## config.mk

```make
export PLATFORM = sky130hd
export DESIGN_NAME = ucrl_channel
export DESIGN_NICKNAME = d
export VERILOG_FILES = /design/src/rtl/ucrl_fifo.v /design/src/rtl/ucrl_channel.v
export VERILOG_INCLUDE_DIRS = /design/src /design/src/rtl
export SDC_FILE = /design/constraint.sdc
export NUM_CORES = 1
export LEC_CHECK = 0
export ABC_CLOCK_PERIOD_IN_PS = 6500
export BUFFER_PORTS_ARGS = -buffer_cell sky130_fd_sc_hd__buf_2
export CELL_PAD_IN_SITES_DETAIL_PLACEMENT = 1
export CELL_PAD_IN_SITES_GLOBAL_PLACEMENT = 1
export CORE_ASPECT_RATIO = 1.25
export CORE_MARGIN = 2
export CORE_UTILIZATION = 45
export CTS_BUF_LIST = sky130_fd_sc_hd__clkbuf_16
export DETAILED_ROUTE_END_ITERATION = 10
export PLACE_DENSITY = 0.68
export SLEW_MARGIN = 20
export SYNTH_ARGS = -nofsm -noshare
export SYNTH_HDL_FRONTEND = slang
export SYNTH_SLANG_ARGS = --single-unit
```

## constraint.sdc

```tcl
create_clock -name mclk -period 6.5 [get_ports mclk]
set_input_delay 0.325 -clock mclk [delete_from_list [all_inputs] [get_ports mclk]]
set_output_delay 0.325 -clock mclk [all_outputs]
set_load 0.01 [all_outputs]
```

## src/rtl/ucrl_consts.vh

```
`ifndef UCRL_CONSTS_VH
`define UCRL_CONSTS_VH
`define UCRL_A_DATA 3'h0
`define UCRL_A_IER 3'h1
`define UCRL_A_ISR 3'h2
`define UCRL_A_LCR 3'h3
`define UCRL_A_MCR 3'h4
`define UCRL_A_LSR 3'h5
`define UCRL_A_MSR 3'h6
`define UCRL_A_SPR 3'h7
`define UCRL_LCR_DIV 7
`define UCRL_MCR_LOOP 4
`define UCRL_MCR_RTS 1
`define UCRL_MCR_DTR 0
`define UCRL_FCR_EN 0
`define UCRL_FCR_RXRST 1
`define UCRL_FCR_TXRST 2
`define UCRL_REG_RST 8'h00
`define UCRL_IER_MASK 8'h0f
`define UCRL_AFR_MASK 8'h07
`define UCRL_MCR_MASK 8'h1f
`define UCRL_ISR_NONE 4'h1
`define UCRL_ISR_RXRDY 4'h4
`define UCRL_ISR_LINE 4'h6
`define UCRL_ISR_TXRDY 4'h2
`define UCRL_ISR_MODEM 4'h0
`define UCRL_BIT_LAST 4'hf
`define UCRL_HALF_LAST 4'h7
`define UCRL_FRAME_BITS 4'ha
`define UCRL_DLL_RST 8'h01
`endif

```

## src/rtl/ucrl_fifo.v

```verilog
`timescale 1ns/100ps
`default_nettype none
module ucrl_fifo #(
	parameter WIDTH = 11,
	parameter DEPTH = 16,
	parameter AW = 4
) (
	// Clock and reset.
	input wire mclk,
	input wire sys_rst,
	input wire flush,
	// Fill side.
	input wire in_valid,
	output wire in_ready,
	input wire [WIDTH-1:0] in_data,
	// Drain side.
	output wire out_valid,
	input wire out_ready,
	output wire [WIDTH-1:0] out_data,
	output wire [AW:0] level
);
	reg [WIDTH-1:0] mem [0:DEPTH-1];
	reg [AW-1:0] wr_reg;
	reg [AW-1:0] rd_reg;
	reg [AW:0] cnt_reg;
	wire push;
	wire pop;
	assign in_ready = (cnt_reg != DEPTH[AW:0]);
	assign out_valid = (cnt_reg != {(AW+1){1'b0}});
	assign out_data = mem[rd_reg];
	assign level = cnt_reg;
	assign push = in_valid && in_ready;
	assign pop = out_valid && out_ready;
	always @(posedge mclk) begin
		if (push)
			mem[wr_reg] <= in_data;
	end
	always @(posedge mclk or posedge sys_rst) begin
		if (sys_rst) begin
			wr_reg <= {AW{1'b0}};
			rd_reg <= {AW{1'b0}};
			cnt_reg <= {(AW+1){1'b0}};
		end else if (flush) begin
			wr_reg <= {AW{1'b0}};
			rd_reg <= {AW{1'b0}};
			cnt_reg <= {(AW+1){1'b0}};
		end else begin
			if (push)
				wr_reg <= wr_reg + 1'b1;
			if (pop)
				rd_reg <= rd_reg + 1'b1;
			if (push && !pop)
				cnt_reg <= cnt_reg + 1'b1;
			else if (pop && !push)
				cnt_reg <= cnt_reg - 1'b1;
		end
	end
endmodule
`default_nettype wire

```

## src/rtl/ucrl_channel.v

```verilog
`timescale 1ns/100ps
`default_nettype none
`include "ucrl_consts.vh"
module ucrl_channel #(
	parameter DEPTH = 16,
	parameter AW = 4,
	parameter CHANNEL_ID = 1'b0
) (
	// Clock and reset.
	input wire mclk,
	input wire sys_rst,
	// Host bus.
	input wire cs_n,
	input wire channel_select,
	input wire [2:0] addr,
	input wire rd_n,
	input wire wr_n,
	input wire [7:0] wdata,
	output reg [7:0] rdata,
	// Serial and modem pins.
	input wire rx_pin,
	output reg tx_pin,
	output reg rts_n,
	output reg dtr_n,
	input wire cts_n,
	input wire dsr_n,
	input wire carrier_detect_n,
	input wire ring_indicator_n
);
	function [7:0] sync3;
		input [7:0] s2;
		input [7:0] s3;
		input [7:0] old;
		integer i;
		begin
			for (i = 0; i < 8; i = i + 1)
				sync3[i] = (s2[i] == s3[i]) ? s2[i] : old[i];
		end
	endfunction
	// Pin synchronisers, bits: rd, wr, rx, cts, dsr, cd, ri, cs.
	wire [7:0] raw_in;
	reg [7:0] s1_reg, s2_reg, s3_reg, in_reg;
	assign raw_in = {!(cs_n == 1'b0 && channel_select == CHANNEL_ID),
		ring_indicator_n, carrier_detect_n, dsr_n, cts_n, rx_pin, wr_n, rd_n};
	always @(posedge mclk or posedge sys_rst) begin
		if (sys_rst) begin
			s1_reg <= 8'hff;
			s2_reg <= 8'hff;
			s3_reg <= 8'hff;
			in_reg <= 8'hff;
		end else begin
			s1_reg <= raw_in;
			s2_reg <= s1_reg;
			s3_reg <= s2_reg;
			in_reg <= sync3(s2_reg, s3_reg, in_reg);
		end
	end
	reg [7:0] in_d_reg;
	reg [2:0] addr_reg;
	reg [7:0] wd_reg;
	always @(posedge mclk or posedge sys_rst) begin
		if (sys_rst) begin
			in_d_reg <= 8'hff;
			addr_reg <= 3'h0;
			wd_reg <= 8'h00;
		end else begin
			in_d_reg <= in_reg;
			addr_reg <= addr;
			wd_reg <= wdata;
		end
	end
	wire sel = !in_reg[7];
	wire rd_pulse = sel && !in_reg[0] && in_d_reg[0];
	wire wr_pulse = sel && !in_reg[1] && in_d_reg[1];
	// Registers.
	reg [7:0] ier_reg, lcr_reg, mcr_reg, spr_reg, dll_reg, dlm_reg, afr_reg;
	reg fifo_en_reg, txs_reg;
	reg [7:0] msr_reg;
	wire loop = mcr_reg[`UCRL_MCR_LOOP];
	wire dlab = lcr_reg[`UCRL_LCR_DIV];
	wire wr_data = wr_pulse && addr_reg == `UCRL_A_DATA && !dlab;
	wire rd_data = rd_pulse && addr_reg == `UCRL_A_DATA && !dlab;
	wire wr_fcr = wr_pulse && addr_reg == `UCRL_A_ISR && !dlab;
	wire rxflush = wr_fcr && wd_reg[`UCRL_FCR_EN] && wd_reg[`UCRL_FCR_RXRST];
	wire txflush = wr_fcr && wd_reg[`UCRL_FCR_EN] && wd_reg[`UCRL_FCR_TXRST];
	always @(posedge mclk or posedge sys_rst) begin
		if (sys_rst) begin
			ier_reg <= `UCRL_REG_RST;
			lcr_reg <= `UCRL_REG_RST;
			mcr_reg <= `UCRL_REG_RST;
			spr_reg <= `UCRL_REG_RST;
			dll_reg <= `UCRL_DLL_RST;
			dlm_reg <= `UCRL_REG_RST;
			afr_reg <= `UCRL_REG_RST;
			fifo_en_reg <= 1'b0;
		end else if (wr_pulse) begin
			case (addr_reg)
			`UCRL_A_DATA: if (dlab) dll_reg <= wd_reg;
			`UCRL_A_IER: begin
				if (dlab)
					dlm_reg <= wd_reg;
				else
					ier_reg <= wd_reg & `UCRL_IER_MASK;
			end
			`UCRL_A_ISR: begin
				if (dlab)
					afr_reg <= wd_reg & `UCRL_AFR_MASK;
				else
					fifo_en_reg <= wd_reg[`UCRL_FCR_EN];
			end
			`UCRL_A_LCR: lcr_reg <= wd_reg;
			`UCRL_A_MCR: mcr_reg <= wd_reg & `UCRL_MCR_MASK;
			`UCRL_A_SPR: spr_reg <= wd_reg;
			default: ;
			endcase
		end
	end
	// Transmit queue and shifter.
	wire tq_valid;
	wire [10:0] tq_data;
	wire [AW:0] tq_level;
	reg tq_pop;
	ucrl_fifo #(.WIDTH(11), .DEPTH(DEPTH), .AW(AW)) u_txq (
		.mclk(mclk), .sys_rst(sys_rst), .flush(txflush),
		.in_valid(wr_data), .in_ready(),
		.in_data({3'h0, wd_reg}),
		.out_valid(tq_valid), .out_ready(tq_pop), .out_data(tq_data),
		.level(tq_level)
	);
	reg [15:0] bdiv_reg;
	reg [3:0] tick16_reg;
	reg tick_reg;
	wire [15:0] divisor = {dlm_reg, dll_reg};
	always @(posedge mclk or posedge sys_rst) begin
		if (sys_rst) begin
			bdiv_reg <= 16'h0000;
			tick_reg <= 1'b0;
		end else if (bdiv_reg + 16'h0001 >= divisor) begin
			bdiv_reg <= 16'h0000;
			tick_reg <= 1'b1;
		end else begin
			bdiv_reg <= bdiv_reg + 16'h0001;
			tick_reg <= 1'b0;
		end
	end
	reg [9:0] tsh_reg;
	reg [3:0] tbit_reg;
	reg [3:0] tcnt_reg;
	always @(posedge mclk or posedge sys_rst) begin
		if (sys_rst) begin
			tsh_reg <= 10'h3ff;
			tbit_reg <= 4'h0;
			tcnt_reg <= 4'h0;
			tq_pop <= 1'b0;
			txs_reg <= 1'b1;
		end else begin
			tq_pop <= 1'b0;
			if (tbit_reg == 4'h0) begin
				if (tq_valid && !tq_pop) begin
					tsh_reg <= {1'b1, tq_data[7:0], 1'b0};
					tbit_reg <= `UCRL_FRAME_BITS;
					tcnt_reg <= 4'h0;
					tq_pop <= 1'b1;
				end
			end else if (tick_reg) begin
				if (tcnt_reg == `UCRL_BIT_LAST) begin
					tsh_reg <= {1'b1, tsh_reg[9:1]};
					tbit_reg <= tbit_reg - 4'h1;
				end
				tcnt_reg <= tcnt_reg + 4'h1;
			end
			txs_reg <= tsh_reg[0];
		end
	end
	// Receiver; in loopback it listens to the transmit shifter.
	wire rx_line = loop ? txs_reg : in_reg[2];
	reg [3:0] rbit_reg;
	reg [3:0] rcnt_reg;
	reg [8:0] rsh_reg;
	reg rq_push;
	reg [10:0] rq_in;
	always @(posedge mclk or posedge sys_rst) begin
		if (sys_rst) begin
			rbit_reg <= 4'h0;
			rcnt_reg <= 4'h0;
			rsh_reg <= 9'h000;
			rq_push <= 1'b0;
			rq_in <= 11'h000;
		end else begin
			rq_push <= 1'b0;
			if (rbit_reg == 4'h0) begin
				if (!rx_line) begin
					rbit_reg <= `UCRL_FRAME_BITS;
					rcnt_reg <= 4'h0;
				end
			end else if (tick_reg) begin
				rcnt_reg <= rcnt_reg + 4'h1;
				if (rcnt_reg == `UCRL_HALF_LAST) begin
					rsh_reg <= {rx_line, rsh_reg[8:1]};
					rbit_reg <= rbit_reg - 4'h1;
					if (rbit_reg == `UCRL_FRAME_BITS && rx_line)
						rbit_reg <= 4'h0;
					if (rbit_reg == 4'h1) begin
						rq_push <= 1'b1;
						// Tags: break, framing, parity (parity unused).
						rq_in <= {!rx_line && rsh_reg[8:1] == 8'h00,
							!rx_line, 1'b0, rsh_reg[8:1]};
					end
				end
			end
		end
	end
	wire rq_valid;
	wire [10:0] rq_head;
	wire [AW:0] rq_level;
	wire rq_ready;
	reg ovr_reg;
	ucrl_fifo #(.WIDTH(11), .DEPTH(DEPTH), .AW(AW)) u_rxq (
		.mclk(mclk), .sys_rst(sys_rst), .flush(rxflush),
		.in_valid(rq_push), .in_ready(rq_ready), .in_data(rq_in),
		.out_valid(rq_valid), .out_ready(rd_data),
		.out_data(rq_head), .level(rq_level)
	);
	// Modem status, inputs ignored during loopback.
	wire [3:0] mdm = loop ? {mcr_reg[3], mcr_reg[2], mcr_reg[0], mcr_reg[1]}
		: ~in_reg[6:3];
	wire [7:0] line_status = {1'b0, tbit_reg == 4'h0 && !tq_valid, !tq_valid,
		rq_valid ? rq_head[10:8] : 3'h0, ovr_reg, rq_valid};
	always @(posedge mclk or posedge sys_rst) begin
		if (sys_rst) begin
			msr_reg <= 8'h00;
			ovr_reg <= 1'b0;
		end else begin
			msr_reg[7:4] <= {mdm[2], mdm[3], mdm[1], mdm[0]};
			msr_reg[3:0] <= (rd_pulse && addr_reg == `UCRL_A_MSR ?
				4'h0 : msr_reg[3:0]) |
				({mdm[2], mdm[3], mdm[1], mdm[0]} ^ msr_reg[7:4]);
			if (rq_push && !rq_ready)
				ovr_reg <= 1'b1;
			else if (rd_pulse && addr_reg == `UCRL_A_LSR)
				ovr_reg <= 1'b0;
		end
	end
	reg [3:0] interrupt_status;
	always @* begin
		interrupt_status = `UCRL_ISR_NONE;
		if (ier_reg[2] && line_status[4:1] != 4'h0)
			interrupt_status = `UCRL_ISR_LINE;
		else if (ier_reg[0] && rq_valid)
			interrupt_status = `UCRL_ISR_RXRDY;
		else if (ier_reg[1] && !tq_valid)
			interrupt_status = `UCRL_ISR_TXRDY;
		else if (ier_reg[3] && msr_reg[3:0] != 4'h0)
			interrupt_status = `UCRL_ISR_MODEM;
	end
	// Read mux and pins, all registered.
	always @(posedge mclk or posedge sys_rst) begin
		if (sys_rst) begin
			rdata <= 8'h00;
			tx_pin <= 1'b1;
			rts_n <= 1'b1;
			dtr_n <= 1'b1;
		end else begin
			tx_pin <= loop ? 1'b1 : txs_reg;
			rts_n <= loop ? 1'b1 : !mcr_reg[`UCRL_MCR_RTS];
			dtr_n <= loop ? 1'b1 : !mcr_reg[`UCRL_MCR_DTR];
			if (rd_pulse) begin
				case (addr_reg)
				`UCRL_A_DATA: rdata <= dlab ? dll_reg : rq_head[7:0];
				`UCRL_A_IER: rdata <= dlab ? dlm_reg : ier_reg;
				`UCRL_A_ISR: rdata <= dlab ? afr_reg :
					{{2{fifo_en_reg}}, 2'b00, interrupt_status};
				`UCRL_A_LCR: rdata <= lcr_reg;
				`UCRL_A_MCR: rdata <= mcr_reg;
				`UCRL_A_LSR: rdata <= line_status;
				`UCRL_A_MSR: rdata <= msr_reg;
				`UCRL_A_SPR: rdata <= spr_reg;
				default: rdata <= 8'h00;
				endcase
			end
		end
	end
endmodule
`default_nettype wire

```

==> impl_metrics.py, run 1 <==
metrics = {
    "synthesis": {
        "synth_nets": 1364,
        "yosysWarnings": 0,
        "synth-edff-count": 288,
        "yosysTopAreaCellShare": 0.422,
        "async_flop_share": 0.409,
        "synthMuxAreaShare": 0.137,
        "ys_seq_area_frac": 0.668,
        "synth_fa_ha_area_frac": 0.0297,
        "ys_types": 82,
        "synth_top_family_by_area": "multiplexers",
        "syn_area_um2": 20500,
        "ys_seq_elements": 487,
        "synth-main-ff-cell": "edfxtp_1",
        "synthTopCellsByArea": "edfxtp_1 (42%), dfrtp_1 (18%), mux4_2 (8.5%)",
        "synth_largest_area_cell": "edfxtp_1",
        "syn_avg_cell_area_um2": 15.8,
        "synth_simple_gate_area_frac": 0.0727,
        "synth-compound-area-share": 0.0522,
        "synth_xor_area_frac": 0.0170,
        "synthCells": 1301,
    },
    "cells_and_area": {
        "fin_area_um2": 23000,
        "syn2layout_area_growth_pct": 12.4,
        "largest_reg_flops": 160,
        "final_cell_count_no_fill": 1983,
        "drive_above_1_share": 0.233,
        "antenna_cells": 0,
        "fin_nets": 1430,
    },
    "grt": {
        "overflow": 0,
        "grt_max_degree": 127,
        "antenna_found_initial": 0,
        "grt_pass1_vias": 12216,
        "grt.total_usage": 0.204,
        "grt_pass1_wl_um": 73100,
    },
    "floorplan": {
        "ios": 33,
        "die_w_um": 195,
        "rows": 87,
        "core_um2": 45100,
        "dieArea_um2": 47300,
        "start_util": 0.455,
        "die_h_um": 243,
    },
    "setup_path": {
        "rr_startpoint": "lcr_reg[7]",
        "cp-end-kind": "flip-flop",
        "r2r_end": "u_txq.level[4]",
        "worstRegToRegCells": 9,
        "critPathLaunch": "lcr_reg[7]",
        "cp_max_fo": 21,
        "reg2reg_setup_slack_ps": 3140,
        "crit_path_end": "u_txq.level[4]",
        "worstPathArrival_ps": 3860,
        "worstPathRequired_ps": 7010,
        "critical_path_class": "reg2reg",
        "critPathLaunchType": "flip-flop",
    },
    "cts": {
        "max-clock-path-buffers": 3,
        "htreeDepth": 2,
        "cts_made_buffers": 48,
        "cts_sinks": 487,
        "post_cts_buffers": 0,
        "clockRootBuffer": "clkbuf_16",
        "cts.clk_slew.worst_paths_ps": 60,
        "cts_tree": "built",
        "cts_resized": 0,
        "clk_latency_ps": 600,
        "hold_buffers": 21,
    },
    "detailed_routing": {
        "drtPass1Iterations": 5,
        "wl_met2_um": 25400,
        "drt-met1-wl_um": 18400,
        "routed_wl_um": 46500,
        "topRoutingLayerUsed": "met4",
        "dr_total_vias": 11126,
        "drc": 0,
        "drt_iter0_drc": 549,
        "wl_per_cell_um": 23.5,
        "detail-route-antenna-nets": 0,
        "viasPerCell": 5.61,
        "wl_met3_um": 1280,
    },
    "power": {
        "p_sw_mw": 2.09,
        "power.density_nw_per_um2": 337,
        "vdd_drop_max_v": 0.000235,
        "pwr-share-clk": 0.351,
        "leakagePower_nw": 8.80,
        "seq_power_share": 0.487,
        "swShare": 0.269,
        "comb_power_share": 0.161,
        "internal-power_mw": 5.67,
    },
    "timing": {
        "fin_crit_sh": 0.516,
        "tns_ps": 0,
        "finalCriticalPeriod_ps": 3360,
        "slew_viol_final": 0,
        "fin_ws_ps": 3140,
        "finalSetupViolations": 0,
        "tightest_slew_ps": 999,
        "hold_violations": 0,
        "fin_worst_skew_ps": 12.8,
        "grt_setup_unrepaired": "false",
        "relSlewSlack": 0.334,
        "max_clock_freq_mhz": 298,
    },
    "placement": {
        "post_dp_cell_area_um2": 21300,
        "place_ws_ps": 2870,
        "dp_cells": 1874,
        "portBuffers": 32,
        "dp_hpwl_um": 31000,
        "gp_congestion": 0.841,
    },
    "outcome": {
        "status": "finished clean",
    },
    "min_path": {
        "hold_class": "reg2reg",
    },
    "flow_run": {
        "drv_cap": 0,
    },
}
## stage by stage
| step | hold WS [ps] | power, mW | utilization |
|---|---|---|---|
| 3_5_place_dp | 347 | 5.11 | 0.473 |
| 2_1_floorplan | 329 | 4.71 | - |
| 3_3_place_gp | 346 | 5.06 | 0.472 |
| 5_1_grt | 343 | 8.12 | 0.511 |
| 6_report | 351 | 7.76 | 0.511 |
| 4_1_cts | 338 | 7.86 | 0.511 |
## cell type report
type | instances | area [um^2]
clock buffer | 48 | 1200
clock inverter | 40 | 329
fill | 4303 | 22000
inverter | 62 | 240
multi-input combinational | 696 | 6340
sequential | 487 | 13700
tap | 578 | 723
timing repair buffer | 72 | 513
## routing by layer
metal,up-vias,GRT usage
met2,143,0.379
met3,84,0.0315
met5,-,0
met4,0,0.0689
li1,5063,-
met1,5836,0.238
## kinds of logic (layout without fill, tap and decap cells)
kind of cell,Yosys count,in the layout
buffers and inverters,118,222
flip-flops,487,487
XOR/XNOR,39,39
multiplexers,163,163
AND/OR/NAND/NOR,290,290
AO/OA/AOI/OAI,155,155
adder cells (fa/ha/maj),49,49
## Yosys cell counts (all sizes together) (3+ instances only)
| cell type | number |
|---|---|
| ha | 39 |
| nor2 | 62 |
| a22o | 6 |
| or3b | 4 |
| a21oi | 24 |
| maj3 | 8 |
| xnor2 | 24 |
| or4 | 3 |
| a211oi | 20 |
| or3 | 4 |
| nand4 | 13 |
| mux4 | 85 |
| nand2b | 6 |
| nor3b | 7 |
| inv | 61 |
| dfstp | 48 |
| nand3 | 34 |
| edfxtp | 288 |
| dfrtp | 151 |
| o21ai | 34 |
| a221oi | 5 |
| and4 | 5 |
| nor2b | 12 |
| clkbuf | 35 |
| a31oi | 10 |
| and3 | 19 |
| nor4 | 8 |
| xor2 | 15 |
| buf | 21 |
| nand2 | 74 |
| a21boi | 4 |
| a22oi | 5 |
| and2 | 16 |
| o211ai | 7 |
| mux2i | 18 |
| mux2 | 60 |
| a21o | 15 |
| nor3 | 17 |
## how the worst min path moves through the flow
| stage | slack (ps) | startpoint | cells after the start | endpoint |
|---|---|---|---|---|
| 2_1_floorplan | 330 | rd_n | 0 | s1_reg[0] |
| 3_3_place_gp | 350 | s1_reg[0] | 0 | s2_reg[0] |
| 3_5_place_dp | 350 | s1_reg[6] | 0 | s2_reg[6] |
| 4_1_cts | 340 | wdata[6] | 2 | wd_reg[6] |
| 5_1_grt | 340 | rd_n | 2 | s1_reg[0] |
| 6_report | 350 | s1_reg[6] | 0 | s2_reg[6] |
## cell usage in the layout (no fill, tap or decap), types with 18 or more instances in the layout
cell / netlist / final
mux4_2: 77 / 77
dlygate4sd3_1: 0 / 21
and3_1: 19 / 19
inv_1: 61 / 74
dfrtp_1: 151 / 149
mux2_2: 59 / 59
clkbuf_16: 0 / 48
buf_2: 14 / 32
mux2i_1: 18 / 18
edfxtp_1: 288 / 288
ha_1: 39 / 39
nor2_1: 62 / 61
dfstp_2: 48 / 48
nand3_1: 34 / 34
a211oi_1: 20 / 20
o21ai_0: 32 / 32
xnor2_1: 23 / 23
buf_4: 1 / 19
a21oi_1: 22 / 22
nand2_1: 73 / 73
## critical path: stages, from the launching register on
cell     delay [ps]
dfrtp_1         670
nor4_4          630
o211a_4         360
nand2_1         160
fa_1            430
a21o_1          190
a21o_1          170
or3_1           320
and3_1          180
nor3_1          150
## power groups by stage
| stage | registers (mW) | clock network [mW] | logic, mW |
|---|---|---|---|
| after floorplan | 3.73 | 0 | 0.975 |
| after detailed placement | 3.85 | 0 | 1.27 |
| after global routing | 3.82 | 2.91 | 1.40 |
| final | 3.78 | 2.73 | 1.25 |
| after CTS | 3.79 | 2.79 | 1.28 |
| after global placement | 3.83 | 0 | 1.23 |
No activity file was read; power rests on OpenSTA's default activity.
==> run 2: changes to the inputs <==
Settings changed: ABC_AREA from default to 1, ABC_CLOCK_PERIOD_IN_PS 6500 to 2900, PLACE_DENSITY 0.68 to 0.74.
Clock period 6.5 ns to 2.9 ns, I/O delays scaled along.
==> run 2 against run 1 <==
  * The run now ends with setup timing left
  * Combinational power grew to 2.7 times the previous value
  * Non-clock buffer count grew 80
  * Clock skew grew 29 ps
  * Setup slack lost 3300 ps
  * Critical endpoint is now bdiv_reg[7]
  * Worst hold slack lost 160 ps
  * Highest routed layer unchanged
  * Clock power grew 130%
  * Largest cell class unchanged
==> impl_metrics.py, run 2 <==
metrics = {
    "floorplan": {
        "start_util": 0.455,
        "die_h_um": 243,
        "ios": 33,
        "die_w_um": 195,
        "dieArea_um2": 47300,
        "rows": 87,
        "core_um2": 45100,
    },
    "setup_path": {
        "critical_path.most_common_cell": "nand3_2",
        "cp-end-kind": "flip-flop",
        "reg2reg_setup_slack_ps": -120,
        "rr_startpoint": "bdiv_reg[0]",
        "cp_max_fo": 6,
        "worstRegToRegCells": 17,
        "crit_path_max_incr_delay_ps": 440,
        "worstPathArrival_ps": 3550,
        "critPathLaunchType": "flip-flop",
        "worstPathRequired_ps": 3430,
        "critical_path_class": "reg2reg",
        "crit_slowest_cell": "dfrtp_2",
        "r2r_end": "bdiv_reg[7]",
        "path_cells": "nand3_2 -> nor3_4 -> nand3_2 -> nand3b_1 -> nor2_2 -> nand2_1 -> nor2_2 -> inv_1 -> nand2_1 -> inv_1 -> ha_1 -> a21oi_1 -> o21ai_1 -> a21oi_2 -> nand3_2 -> buf_6 -> nor2_1",
    },
    "detailed_routing": {
        "detail-route-antenna-nets": 0,
        "drt_iter0_drc": 802,
        "wl_per_cell_um": 21.8,
        "routed_wl_um": 56000,
        "drc": 0,
        "viasPerCell": 5.56,
        "dr_total_vias": 14257,
        "drtPass1Iterations": 4,
    },
    "cells_and_area": {
        "drive_above_1_share": 0.170,
        "final_common_cell": "edfxtp_1",
        "syn2layout_area_growth_pct": 16.3,
        "nFillCells": 4827,
        "multi_input_area_um2": 6080,
        "final_util": 0.530,
        "antenna_cells": 0,
        "ff_latch_area_um2": 13700,
        "fin_nets": 2010,
        "fin_area_um2": 23900,
        "final_cell_count_no_fill": 2565,
        "largest_reg_flops": 160,
        "final_cell_mix": "edfxtp_1 (288), nand2_1 (234), nor2_1 (220)",
    },
    "synthesis": {
        "synthTopCellsByCount": "edfxtp_1 (288), nand2_1 (237), nor2_1 (231)",
        "ys_seq_elements": 487,
        "syn_avg_cell_area_um2": 11.3,
        "synth_nets": 1878,
        "syn_area_um2": 20500,
        "synth_largest_area_cell": "edfxtp_1",
        "synthTopCellsByArea": "edfxtp_1 (42%), dfrtp_1 (18%), dfstp_2 (6.1%)",
        "ys_seq_area_frac": 0.667,
        "ys_types": 59,
        "synth-main-ff-cell": "edfxtp_1",
        "yosysTopAreaCellShare": 0.422,
        "async_flop_share": 0.409,
        "synth-edff-count": 288,
        "yosysMostFrequentCell": "edfxtp_1",
        "yosysWarnings": 0,
        "synthCells": 1815,
    },
    "placement": {
        "portBuffers": 32,
        "gp_congestion": 0.848,
        "dp_hpwl_um": 35800,
        "place_ws_ps": -175,
        "dp_cells": 2428,
        "post_dp_cell_area_um2": 21700,
    },
    "power": {
        "power.density_nw_per_um2": 761,
        "leakagePower_nw": 9.43,
        "vdd_drop_max_v": 0.000606,
        "design_power_total_mw": 18.2,
    },
    "timing": {
        "finalSetupViolations": 16,
        "hold_violations": 0,
        "relSlewSlack": 0.310,
        "slew_viol_final": 0,
        "hold_ws_ps": 187,
        "finalCriticalPeriod_ps": 3020,
        "tns_ps": -688,
        "grt_setup_unrepaired": "true",
        "fin_crit_sh": 1.04,
        "tightest_slew_ps": 1030,
        "max_clock_freq_mhz": 331,
        "fin_ws_ps": -122,
        "fin_worst_skew_ps": 41.3,
    },
    "outcome": {
        "failed_checks": "setup timing",
        "status": "complete, but fails checks",
    },
    "grt": {
        "antenna_found_initial": 0,
        "grt_max_degree": 90,
        "grt_pass1_wl_um": 86300,
        "overflow": 0,
        "grt_pass1_vias": 15207,
        "grt.total_usage": 0.237,
    },
    "cts": {
        "max-clock-path-buffers": 3,
        "cts_sinks": 487,
        "cts_tree": "built",
        "htreeDepth": 2,
        "clk_latency_ps": 610,
        "cts_made_buffers": 49,
        "cts.clk_slew.worst_paths_ps": 70,
        "clockRootBuffer": "clkbuf_16",
    },
    "flow_run": {
        "drv_cap": 0,
    },
    "min_path": {
        "hold_class": "in2async",
    },
}
run 2: logic make-up (layout without fill, tap and decap cells):
group           count (synthesis)  count (layout)  share of synthesized area
compound gates                418             418                      0.120
xor+xnor                       23              23                    0.00982
fa+ha+maj                      49              49                     0.0296
buf+inv                       233             405                     0.0460
flops                         487             487                      0.667
mux                             4               4                    0.00195
simple gates                  601             601                      0.125
run 2: timing repair:
action,4_1_cts,5_1_grt
resized for setup,24,25
setup buffers,17,7
pin swaps,16,11
endpoints found under the setup margin,17,18
hold buffers,21,0
endpoints found under the hold margin,43,0
cloned,1,0
run 2: how the worst max path moves through the flow:
stage | from | to | depth (start not counted)
after floorplan | bdiv_reg[0] | bdiv_reg[6] | 20
after global placement | bdiv_reg[0] | bdiv_reg[10] | 20
after detailed placement | bdiv_reg[0] | bdiv_reg[6] | 20
after CTS | bdiv_reg[0] | bdiv_reg[1] | 20
after global routing | bdiv_reg[3] | bdiv_reg[7] | 17
final | bdiv_reg[0] | bdiv_reg[7] | 17
run 2: layout make-up:
cell class,instances,area share
clock inverter,40,0.0124
sequential,487,0.574
inverter,162,0.0258
timing repair buffer,152,0.0497
tap,578,0.0303
clock buffer,51,0.0535
multi-input combinational,1095,0.255
run 2: where the power goes:
part / switching, mW / internal (mW)
clock: 2.73 / 3.54
combinational: 2.21 / 1.18
sequential: 0.561 / 7.95
total: 5.50 / 12.7
run 2: worst max-delay path, delay by kind of cell, from the launching register on:
kind	cells	cell delay, ps
buffers and inverters	3	310
flip-flops	1	440
AO/OA/AOI/OAI	3	440
adder cells (fa/ha/maj)	1	300
AND/OR/NAND/NOR	10	1450
run 2: per-layer routing:
metal	track usage	routed length, um	up-vias	part of all wire
met2	0.420	29000	273	0.52
met5	0	0	-	0
met3	0.0325	1760	127	0.031
met1	0.288	22800	7253	0.41
li1	-	-	6604	-
met4	0.106	2440	0	0.044
==> run 3: changes to the inputs <==
Settings changed: ABC_AREA 1 to default, CORE_MARGIN 2 to 8, PLACE_DENSITY 0.74 to 0.71.
==> run 3 against run 2 <==
  * The flow now finishes without violations
  * Total power is 1.4% lower
  * Combinational power down 9.1%
  * Utilization fell by 0.41 points
  * Global-route usage fell by 5.2 points
  * Flip-flop and latch count unchanged
  * Critical endpoint is now bdiv_reg[3]
  * Highest routed layer unchanged
==> impl_metrics.py, run 3 (synthesis gave the netlist of run 1 again) <==
metrics = {
    "outcome": {
        "status": "finished clean",
    },
    "power": {
        "power.density_nw_per_um2": 756,
        "design_power_total_mw": 17.9,
        "leakagePower_nw": 9.06,
        "vdd_drop_max_v": 0.000647,
    },
    "setup_path": {
        "worstPathRequired_ps": 3360,
        "worstPathArrival_ps": 3230,
        "reg2reg_setup_slack_ps": 120,
        "worstRegToRegCells": 12,
        "critical_path_class": "reg2reg",
        "cp-end-kind": "flip-flop",
        "critPathLaunchType": "flip-flop",
        "r2r_end": "bdiv_reg[3]",
        "cp_max_fo": 8,
        "rr_startpoint": "bdiv_reg[4]",
    },
    "detailed_routing": {
        "routed_wl_um": 47800,
        "detail-route-antenna-nets": 0,
        "drtPass1Iterations": 4,
        "viasPerCell": 5.65,
        "drt_iter0_drc": 547,
        "dr_total_vias": 11436,
        "wl_per_cell_um": 23.6,
        "drc": 0,
    },
    "min_path": {
        "hold_class": "in2async",
    },
    "cts": {
        "clockRootBuffer": "clkbuf_16",
        "cts_tree": "built",
        "max-clock-path-buffers": 3,
        "cts_made_buffers": 49,
        "htreeDepth": 2,
        "cts.clk_slew.worst_paths_ps": 60,
        "clk_latency_ps": 580,
        "cts_sinks": 487,
    },
    "cells_and_area": {
        "fin_nets": 1470,
        "final_common_cell": "edfxtp_1",
        "final_cell_count_no_fill": 2024,
        "final_cell_mix": "edfxtp_1 (288), dfrtp_1 (148), mux4_2 (77)",
        "nFillCells": 4283,
        "largest_reg_flops": 160,
        "drive_above_1_share": 0.278,
        "syn2layout_area_growth_pct": 15.5,
        "antenna_cells": 0,
    },
    "grt": {
        "grt_pass1_vias": 12506,
        "grt.busiest_layer": "met2",
        "antenna_found_initial": 0,
        "overflow": 0,
        "met1_usage": 0.212,
        "gr-usage-met3": 0.0286,
        "grt_max_degree": 98,
        "use_met2": 0.337,
        "grt_pass1_wl_um": 73900,
        "grt.total_usage": 0.185,
    },
    "timing": {
        "tns_ps": 0,
        "relSlewSlack": 0.406,
        "tightest_slew_ps": 887,
        "finalCriticalPeriod_ps": 2780,
        "finalSetupViolations": 0,
        "fin_crit_sh": 0.958,
        "fin_worst_skew_ps": 10.5,
        "slew_viol_final": 0,
        "hold_ws_ps": 173,
        "hold_violations": 0,
        "max_clock_freq_mhz": 360,
        "fin_ws_ps": 122,
    },
    "placement": {
        "dp_cells": 1903,
        "gp_congestion": 0.818,
        "portBuffers": 32,
        "dp_hpwl_um": 32100,
        "place_ws_ps": -1.13,
    },
    "floorplan": {
        "core_um2": 45100,
        "start_util": 0.455,
        "die_h_um": 255,
        "dieArea_um2": 52700,
        "die_w_um": 207,
        "rows": 87,
        "ios": 33,
    },
    "flow_run": {
        "drv_cap": 0,
    },
}
run 3: changes by cell type in the layout (fill, tap and decap cells not counted), moves of 59 or more:
cell     previous run  this run
nor2_1            220        60
inv_1             144        68
mux4_2              0        77
mux2_2              0        59
nand2_1           234        73
o21ai_0           198        31
run 3: layout make-up:
| type | instances | area, um^2 | area share |
|---|---|---|---|
| clock inverters | 39 | 358 | 0.0151 |
| inverters | 62 | 236 | 0.00999 |
| well taps | 578 | 723 | 0.0305 |
| repair buffers | 111 | 896 | 0.0378 |
| multi-input cells | 696 | 6500 | 0.275 |
| clock buffers | 51 | 1280 | 0.0539 |
| flip-flops and latches | 487 | 13700 | 0.578 |
run 3: through the flow:
step | cell area (um^2) | utilization
after floorplan | 20500 | -
after global placement | 21600 | 0.479
after detailed placement | 21600 | 0.479
after CTS | 23400 | 0.520
after global routing | 23700 | 0.526
final | 23700 | 0.526
run 3: worst max-delay path by stage:
stage               depth (start not counted)        start             end  slack (ps)
global route                               12  bdiv_reg[4]     bdiv_reg[4]         -50
detailed placement                         12  bdiv_reg[0]    bdiv_reg[12]          -1
global placement                           12  bdiv_reg[0]    bdiv_reg[13]         160
finish                                     12  bdiv_reg[4]     bdiv_reg[3]         120
floorplan                                  10  in_d_reg[1]  u_txq.level[4]          30
CTS                                         9  bdiv_reg[3]     bdiv_reg[5]          10
run 3: timing repair:
action | 4_1_cts | 5_1_grt
hold buffers | 21 | 0
endpoints found under the setup margin | 5 | 19
gates resized for setup | 2 | 41
buffers inserted | 0 | 8
gates cloned | 0 | 2
hold endpoints to repair | 36 | 0
pin swaps | 0 | 9
run 3: critical path: stages (launching register included):
cell      delay [ps]
dfrtp_1          400
and4_4           240
nand4_1          170
or3_4            470
xor2_4           170
inv_2             50
ha_1             270
nand4_1          140
nor3_2           130
o21ai_1          100
nor2_2           240
buf_6            190
a211oi_1          80
run 3: power breakdown:
part           internal [mW]  switching, mW
sequential              7.90          0.519
combinational           1.50           1.58
clock                   3.80           2.62
run 3: per-layer routing:
metal / vias up / part of all wire
li1: 5138 / -
met1: 6015 / 0.38
met2: 193 / 0.54
met3: 90 / 0.033
met4: 0 / 0.042
met5: - / 0
